--- src/core/sdram_init_cfg.svh ---
// Constants for the mode register and power-up sequence tracking logic.
// Assumes it is included by the package and the design modules only.
`ifndef SDRAM_INIT_CFG_SVH
`define SDRAM_INIT_CFG_SVH

// Address and bank widths
`define ADDR_W 14
`define BANK_W 3
// Bank codes that select the mode registers
`define BA_MR 3'h0
`define BA_EMR1 3'h1
`define BA_EMR2 3'h2
`define BA_EMR3 3'h3
// Operating mode register field positions
`define MR_BL_LSB 0
`define MR_BT_BIT 3
`define MR_CL_LSB 4
`define MR_TM_BIT 7
`define MR_DLLRST_BIT 8
`define MR_WR_LSB 9
// Burst length codes
`define BL_CODE_4 3'h2
`define BL_CODE_8 3'h3
// Lowest legal whole-clock latency code
`define CL_CODE_MIN 3'h2
// Extended register 1 fields
`define EMR1_DLL_BIT 0
`define EMR1_OCD_LSB 7
`define OCD_EXIT 3'h0
`define OCD_DEFAULT 3'h7
// Precharge-all flag
`define A10_BIT 10
// Link clocks from DLL reset until the DLL is usable
`define DLL_LOCK_CLKS 8'hC8
// Auto refreshes needed before the operating write
`define REFRESH_MIN 2'h2

`endif

--- src/core/sdram_init_pkg.sv ---
// Types for the mode register and power-up sequence tracking logic.
// Assumes sdram_init_cfg.svh is reachable on the include path.
`include "sdram_init_cfg.svh"

package sdram_init_pkg;

  // Command, bank and address pins as seen on one link clock edge
  typedef struct packed {
    logic cke;
    logic cs_n;
    logic ras_n;
    logic cas_n;
    logic we_n;
    logic [`BANK_W-1:0] ba;
    logic [`ADDR_W-1:0] addr;
  } cmd_pins_s;

  // Steps of the power-up sequence
  typedef enum logic [9:0] {
    ST_CKE_LOW  = 10'h001,
    ST_PREA1    = 10'h002,
    ST_EMR2     = 10'h004,
    ST_EMR3     = 10'h008,
    ST_EMR1     = 10'h010,
    ST_MR_DLL   = 10'h020,
    ST_PREA2    = 10'h040,
    ST_REFRESH  = 10'h080,
    ST_OCD      = 10'h100,
    ST_READY    = 10'h200
  } init_state_e;

  // State of the link sampler
  typedef struct packed {
    logic clk_q1;
    logic clk_q2;
    logic clk_q3;
    cmd_pins_s pins_q1;
    cmd_pins_s pins_q2;
    logic vld;
    cmd_pins_s pins;
  } sampler_s;

  // State of the mode register block
  typedef struct packed {
    init_state_e st;
    logic [`ADDR_W-1:0] mode_reg;
    logic [`ADDR_W-1:0] emr1;
    logic [`ADDR_W-1:0] emr2;
    logic [`ADDR_W-1:0] emr3;
    logic [1:0] ref_cnt;
    logic [7:0] dll_cnt;
    logic dll_ready;
    logic ocd_dflt;
    logic init_done;
    logic seq_error;
    logic bad_mode;
  } mode_s;

endpackage : sdram_init_pkg

--- src/core/link_sampler.sv ---
// Samples the link clock and command pins in the system clock domain.
// Assumes the link clock is slow enough that pins hold across its edge.
`timescale 1ns/100ps
`include "sdram_init_cfg.svh"

module link_sampler (
  // System clock and reset
  input wire logic clk_sys,
  input wire logic nrst,
  // Link side pins
  input wire logic link_clk,
  input wire sdram_init_pkg::cmd_pins_s pins_in,
  // Captured command, one pulse per link rising edge
  output logic smp_vld,
  output sdram_init_pkg::cmd_pins_s smp_pins
);

  sdram_init_pkg::sampler_s s_r; // Registered state
  sdram_init_pkg::sampler_s s_nxt; // Next state

  // Two-stage synchronisers, then edge detect on the second stage
  always_comb begin
    s_nxt = s_r;
    s_nxt.clk_q1 = link_clk;
    s_nxt.clk_q2 = s_r.clk_q1;
    s_nxt.clk_q3 = s_r.clk_q2;
    s_nxt.pins_q1 = pins_in;
    s_nxt.pins_q2 = s_r.pins_q1;
    s_nxt.vld = s_r.clk_q2 & ~s_r.clk_q3;
    // Hold last capture between edges
    if (s_r.clk_q2 & ~s_r.clk_q3) begin
      s_nxt.pins = s_r.pins_q2;
    end
  end

  // State register
  always_ff @(posedge clk_sys or negedge nrst) begin
    if (!nrst) begin
      s_r <= '0;
    end else begin
      s_r <= s_nxt;
    end
  end

  assign smp_vld = s_r.vld;
  assign smp_pins = s_r.pins;

endmodule : link_sampler

--- src/core/sdram_mode_ctrl.sv ---
// Mode register capture and power-up sequence tracking of the memory.
// Assumes the controller drives the link clock and command pins.
`timescale 1ns/100ps
`include "sdram_init_cfg.svh"

module sdram_mode_ctrl (
  // System clock and reset
  input wire logic clk_sys,
  input wire logic nrst,
  // Link pins from the controller
  input wire logic link_clk,
  input wire sdram_init_pkg::cmd_pins_s pins_in,
  // Decoded operating mode
  output logic [`ADDR_W-1:0] mode_reg,
  output logic burst_len8,
  output logic burst_interleave,
  output logic [2:0] cas_latency,
  output logic [2:0] write_recovery,
  output logic test_mode,
  output logic bad_mode,
  // Extended register one state
  output logic dll_enabled,
  output logic [2:0] ocd_mode,
  // Sequence status
  output logic dll_ready,
  output logic init_done,
  output logic seq_error
);

  logic smp_vld; // One pulse per link rising edge
  sdram_init_pkg::cmd_pins_s p; // Command captured on that edge
  sdram_init_pkg::mode_s s_r; // Registered state
  sdram_init_pkg::mode_s s_nxt; // Next state
  logic cmd_live; // Chip selected with CKE high
  logic mrs; // Any mode or extended register write
  logic mr_wr; // Operating mode register write
  logic prea; // Precharge all
  logic aref; // Auto refresh
  logic nop; // NOP or deselect

  // Matches the command code on RAS, CAS and WE
  function automatic logic cmd_is(input sdram_init_pkg::cmd_pins_s c,
                                  input logic [2:0] code);
    cmd_is = ({c.ras_n, c.cas_n, c.we_n} == code);
  endfunction : cmd_is

  // Burst length and latency codes that the device accepts
  function automatic logic mode_ok(input logic [`ADDR_W-1:0] v);
    mode_ok = (v[`MR_BL_LSB +: 3] == `BL_CODE_4 ||
               v[`MR_BL_LSB +: 3] == `BL_CODE_8) &&
              (v[`MR_CL_LSB +: 3] >= `CL_CODE_MIN);
  endfunction : mode_ok

  // Pin sampler in the system clock domain
  link_sampler u_sampler (
    .clk_sys(clk_sys),
    .nrst(nrst),
    .link_clk(link_clk),
    .pins_in(pins_in),
    .smp_vld(smp_vld),
    .smp_pins(p)
  );

  // Command decode from the captured pins
  assign cmd_live = smp_vld & p.cke & ~p.cs_n;
  assign mrs = cmd_live & cmd_is(p, 3'h0);
  assign mr_wr = mrs & (p.ba == `BA_MR);
  assign prea = cmd_live & cmd_is(p, 3'h2) & p.addr[`A10_BIT];
  assign aref = cmd_live & cmd_is(p, 3'h1);
  assign nop = ~(smp_vld & p.cke) | p.cs_n | cmd_is(p, 3'h7);

  // Register capture and sequence tracking
  always_comb begin
    s_nxt = s_r;
    // DLL settle counter runs on link clocks
    if (smp_vld && !s_r.dll_ready) begin
      if (s_r.dll_cnt == `DLL_LOCK_CLKS - 8'h01) begin
        s_nxt.dll_ready = 1'b1;
      end else begin
        s_nxt.dll_cnt = s_r.dll_cnt + 8'h01;
      end
    end
    // Writes only touch the registers, never stored data
    if (mrs) begin
      unique case (p.ba)
        `BA_MR: begin
          s_nxt.mode_reg = p.addr;
          s_nxt.bad_mode = ~mode_ok(p.addr) | p.addr[`MR_TM_BIT];
          if (p.addr[`MR_DLLRST_BIT]) begin
            s_nxt.dll_cnt = 8'h00;
            s_nxt.dll_ready = 1'b0;
          end
        end
        `BA_EMR1: s_nxt.emr1 = p.addr;
        `BA_EMR2: s_nxt.emr2 = p.addr;
        `BA_EMR3: s_nxt.emr3 = p.addr;
        default: s_nxt.seq_error = 1'b1; // Unused bank codes
      endcase
    end
    // Power-up sequence, a stray command flags an error from ST_PREA1 to ST_OCD
    unique case (s_r.st)
      sdram_init_pkg::ST_CKE_LOW: begin
        if (smp_vld && p.cke) begin
          s_nxt.st = sdram_init_pkg::ST_PREA1;
        end
      end
      sdram_init_pkg::ST_PREA1: begin
        if (prea) begin
          s_nxt.st = sdram_init_pkg::ST_EMR2;
        end else if (!nop) begin
          s_nxt.seq_error = 1'b1;
        end
      end
      sdram_init_pkg::ST_EMR2: begin
        if (mrs && p.ba == `BA_EMR2) begin
          s_nxt.st = sdram_init_pkg::ST_EMR3;
        end else if (!nop) begin
          s_nxt.seq_error = 1'b1;
        end
      end
      sdram_init_pkg::ST_EMR3: begin
        if (mrs && p.ba == `BA_EMR3) begin
          s_nxt.st = sdram_init_pkg::ST_EMR1;
        end else if (!nop) begin
          s_nxt.seq_error = 1'b1;
        end
      end
      sdram_init_pkg::ST_EMR1: begin
        if (mrs && p.ba == `BA_EMR1 && !p.addr[`EMR1_DLL_BIT]) begin
          s_nxt.st = sdram_init_pkg::ST_MR_DLL;
        end else if (!nop) begin
          s_nxt.seq_error = 1'b1;
        end
      end
      sdram_init_pkg::ST_MR_DLL: begin
        if (mr_wr && p.addr[`MR_DLLRST_BIT]) begin
          s_nxt.st = sdram_init_pkg::ST_PREA2;
        end else if (!nop) begin
          s_nxt.seq_error = 1'b1;
        end
      end
      sdram_init_pkg::ST_PREA2: begin
        if (prea) begin
          s_nxt.st = sdram_init_pkg::ST_REFRESH;
          s_nxt.ref_cnt = 2'h0;
        end else if (!nop) begin
          s_nxt.seq_error = 1'b1;
        end
      end
      sdram_init_pkg::ST_REFRESH: begin
        if (aref) begin
          if (s_r.ref_cnt != 2'h3) begin
            s_nxt.ref_cnt = s_r.ref_cnt + 2'h1;
          end
        end else if (mr_wr && !p.addr[`MR_DLLRST_BIT] &&
                     s_r.ref_cnt >= `REFRESH_MIN) begin
          s_nxt.st = sdram_init_pkg::ST_OCD;
        end else if (!nop) begin
          s_nxt.seq_error = 1'b1;
        end
      end
      sdram_init_pkg::ST_OCD: begin
        if (mrs && p.ba == `BA_EMR1) begin
          if (!s_r.dll_ready) begin
            s_nxt.seq_error = 1'b1;
          end
          if (p.addr[`EMR1_OCD_LSB +: 3] == `OCD_DEFAULT) begin
            s_nxt.ocd_dflt = 1'b1;
          end else if (p.addr[`EMR1_OCD_LSB +: 3] == `OCD_EXIT &&
                       s_r.ocd_dflt) begin
            s_nxt.st = sdram_init_pkg::ST_READY;
            s_nxt.init_done = 1'b1;
          end
        end else if (!nop) begin
          s_nxt.seq_error = 1'b1;
        end
      end
      sdram_init_pkg::ST_READY: begin
        s_nxt.init_done = 1'b1; // Re-init writes keep data
      end
    endcase
  end

  // State register, registers start undefined so they reset to zero, except the step, which resets to ST_CKE_LOW
  always_ff @(posedge clk_sys or negedge nrst) begin
    if (!nrst) begin
      s_r <= '{st: sdram_init_pkg::ST_CKE_LOW, default: '0};
    end else begin
      s_r <= s_nxt;
    end
  end

  // Field outputs straight from the stored registers
  assign mode_reg = s_r.mode_reg;
  assign burst_len8 = (s_r.mode_reg[`MR_BL_LSB +: 3] == `BL_CODE_8);
  assign burst_interleave = s_r.mode_reg[`MR_BT_BIT];
  assign cas_latency = s_r.mode_reg[`MR_CL_LSB +: 3];
  assign write_recovery = s_r.mode_reg[`MR_WR_LSB +: 3];
  assign test_mode = s_r.mode_reg[`MR_TM_BIT];
  assign bad_mode = s_r.bad_mode;
  assign dll_enabled = ~s_r.emr1[`EMR1_DLL_BIT];
  assign ocd_mode = s_r.emr1[`EMR1_OCD_LSB +: 3];
  assign dll_ready = s_r.dll_ready;
  assign init_done = s_r.init_done;
  assign seq_error = s_r.seq_error;
endmodule : sdram_mode_ctrl

--- config.mk ---
export PLATFORM = sky130hd
export DESIGN_NAME = sdram_mode_ctrl
export DESIGN_NICKNAME = d
export VERILOG_FILES = /design/src/core/sdram_init_pkg.sv /design/src/core/link_sampler.sv /design/src/core/sdram_mode_ctrl.sv
export VERILOG_INCLUDE_DIRS = /design/src /design/src/core
export SDC_FILE = /design/constraint.sdc
export NUM_CORES = 1
export LEC_CHECK = 0
export ABC_AREA = 1
export BUFFER_PORTS_ARGS = -buffer_cell sky130_fd_sc_hd__buf_2
export CELL_PAD_IN_SITES_DETAIL_PLACEMENT = 1
export CELL_PAD_IN_SITES_GLOBAL_PLACEMENT = 1
export CORE_MARGIN = 3
export CORE_UTILIZATION = 48
export DETAILED_ROUTE_END_ITERATION = 8
export PLACE_DENSITY_LB_ADDON = 0.1
export SETUP_SLACK_MARGIN = 0.4
export SLEW_MARGIN = 10
export SYNTH_ARGS = -nofsm -noshare
export SYNTH_HDL_FRONTEND = slang
export SYNTH_SLANG_ARGS = --single-unit
--- constraint.sdc ---
create_clock -name clk_sys -period 2.9 [get_ports clk_sys]
set_input_delay 0 -clock clk_sys [delete_from_list [all_inputs] [get_ports clk_sys]]
set_output_delay 0 -clock clk_sys [all_outputs]
set_load 0.005 [all_outputs]
==> results_dict.tcl <==
set metrics [dict create \
    fin_crit_sh_pct 70.9 \
    synth_seq_cells 113 \
    die_h_um 105 \
    hpwlAfterDp_mm 7.31 \
    slew_headroom_pct 27.1 \
    synth_ff_type "dfrtp_1" \
    drive_above_1_share_pct 22.1 \
    worstHoldPathType "in -> reg" \
    drt_first_pass_iters 5 \
    worstPathRequired_ns 3.32 \
    synth_cells 477 \
    min_to "u_sampler.s_nxt[24]" \
    wl_per_cell_um 17.0 \
    synth-edff-count 0 \
    synth.distinct_cells 38 \
    hold_viol_final 0 \
    dieArea_um2 11000 \
    maxSlewViolCount 0 \
    r2r_slack_ns 0.84 \
    min_from "pins_in[1]" \
    worstPathMaxFanout 26 \
    reg2reg_to "bad_mode" \
    seq_area_frac_synth_pct 60.2 \
    clockRootBuffer "clkbuf_8" \
    viasPerCell 5.06 \
    yosysTopAreaCellShare_pct 59.6 \
    ys.warnings.count 0 \
    vdd_ir_drop_max_mv 0.651 \
    register_area_um2 2830 \
    rsz0062_at_grt "no" \
    grt_pass1_vias 3940 \
    grtUsageTotal_pct 23.3 \
    grt_max_degree 88 \
    initialDrtViolationCount 126 \
    clk_latency_ns 0.52 \
    die_w_um 105 \
    numClockSinks 113 \
    cts-buffers-inserted 17 \
    max_freq_ghz 0.486 \
    n_antenna_cell 0 \
    cts_resized 0 \
    grt.overflow.total 0 \
    power_density_nw_per_um2 759 \
    synth_nets 505 \
    setup_violations 0 \
    avgSynthCellArea_um2 9.85 \
    critical_path_class "reg -> reg" \
    std_cell_rows 35 \
    final_util_pct 62.3 \
    area_growth_pct 24.2 \
    status "complete, no violations" \
    io_pins 56 \
    fillCellCount 1043 \
    startpoint_type "flop" \
    async_flop_share_pct 100 \
    vias 3494 \
    clk_pin_slew_ns 0.06 \
    power_mw 4.43 \
    multiInputGateArea_um2 1460 \
    startpoint "u_sampler.smp_pins[19]" \
    tritoncts "built" \
    antenna_found_initial 0 \
    end_kind "flop" \
    start_util_pct 50.2 \
    fin_skew_ns 0.00716 \
    grt_pass1_wl_mm 19.9 \
    clk_path_buf_depth 2 \
    period_needed_ns 2.06 \
    drc 0 \
    largest_reg_flops 24 \
    worst_slew_pin_slew_ns 1.09 \
    core_um2 9370 \
    yosys-top-cells-area "dfrtp_1 60%, nand2_1 8.8%, inv_1 4.2%" \
    fin_nets 577 \
    r2r_start "u_sampler.smp_pins[19]" \
    htree_levels 4 \
    crit_arrival_ns 2.48 \
    postRouteAntennaNets 0 \
    r2r_cells 7 \
    cap_violations 0 \
    syn_area_um2 4700 \
    port-buffer-count 55 \
    p_leak_nw 3.01 \
    tns_ns 0 \
    holdPathStages 2 \
    yosys.area.top_type "dfrtp_1" \
    routabilityCongestion 0.796 \
    routed_wl_mm 11.7 \
]
==> how the worst max path moves through the flow <==
stage	end	slack (ns)	cells after the start
2_1_floorplan	s_r[79]	1.30	10
3_3_place_gp	s_r[79]	1.06	12
3_5_place_dp	bad_mode	0.95	7
4_1_cts	bad_mode	0.86	7
5_1_grt	bad_mode	0.61	7
6_report	bad_mode	0.84	7
==> layout make-up <==
class                   instances  area share, %
clock buffers                  18           7.33
multi-input cells             276           24.9
flip-flops and latches        113           48.4
well taps                     129           2.76
repair buffers                 82           9.26
clock inverters                14           3.45
inverters                      59           3.81
==> cell usage after synthesis, types with 3 or more instances <==
| library cell | instances |
|---|---|
| nor2_2 | 3 |
| o211ai_1 | 9 |
| nand2_4 | 3 |
| nor2_8 | 4 |
| nor2_1 | 42 |
| buf_4 | 23 |
| xor2_1 | 5 |
| nand3_1 | 27 |
| inv_1 | 52 |
| inv_2 | 5 |
| ha_1 | 3 |
| clkbuf_1 | 6 |
| nor3_1 | 3 |
| a21oi_1 | 3 |
| nand2_1 | 110 |
| nand2_2 | 6 |
| dfrtp_1 | 112 |
| o21ai_0 | 34 |
| nand3_4 | 3 |
==> metrics by stage <==
| step | instances | area, um^2 | hold WS [ns] | setup WS [ns] |
|---|---|---|---|---|
| after floorplan | 477 | 4700 | -0.296 | 1.30 |
| after global placement | 635 | 4970 | 0.107 | 1.06 |
| after global routing | 691 | 5840 | 0.108 | 0.609 |
| final | 691 | 5840 | 0.116 | 0.844 |
| after detailed placement | 635 | 4970 | 0.110 | 0.953 |
| after CTS | 691 | 5840 | 0.0938 | 0.855 |
==> cell usage in the layout (no fill, tap or decap), types with 4 or more instances in the layout <==
cell,n
dfrtp_1,112
nand3_1,27
bufinv_16,4
inv_2,5
inv_6,5
o211ai_1,9
inv_1,52
nor2_2,4
dlygate4sd3_1,24
o21ai_0,34
buf_2,54
nand2_2,6
buf_4,4
nor2_1,41
nand2_1,110
nor2_8,4
clkbuf_16,16
xor2_1,5
==> where the power goes <==
| part | total, mW | switching, mW | internal, mW |
|---|---|---|---|
| Combinational | 0.385 | 0.224 | 0.160 |
| Sequential | 1.84 | 0.108 | 1.73 |
| Clock | 2.21 | 0.779 | 1.43 |
| Total | 4.43 | 1.11 | 3.32 |
==> kinds of logic after synthesis <==
family                     synth area share (%)
and+or+nand+nor                            21.8
adders and majority gates                 0.799
buffers and inverters                      8.89
DFF                                        60.2
xor gates and xnor gates                   1.30
AOI/OAI and AO/OA                          7.03
==> per-layer routing <==
layer	vias to the layer above	GRT usage (%)	part of all wire [%]
met5	-	0	0
met4	0	7.50	1.3
met3	17	6.11	4.2
met2	80	43.3	56
met1	1766	25.7	39
li1	1631	-	-
==> what timing repair did <==
item,CTS,global route
endpoints found under the setup margin,0,0
hold endpoints to repair,107,0
hold buffers,24,0
setup buffers,0,0
==> worst max-delay path, stage by stage (launching register included) <==
cell	delay (ns)
dfrtp_1	0.42
nor2_1	0.17
nand2_2	0.12
nor2_8	0.17
nand2_1	0.50
inv_1	0.30
nor2_1	0.07
a41oi_1	0.21
No activity file was read; power rests on OpenSTA's default activity.
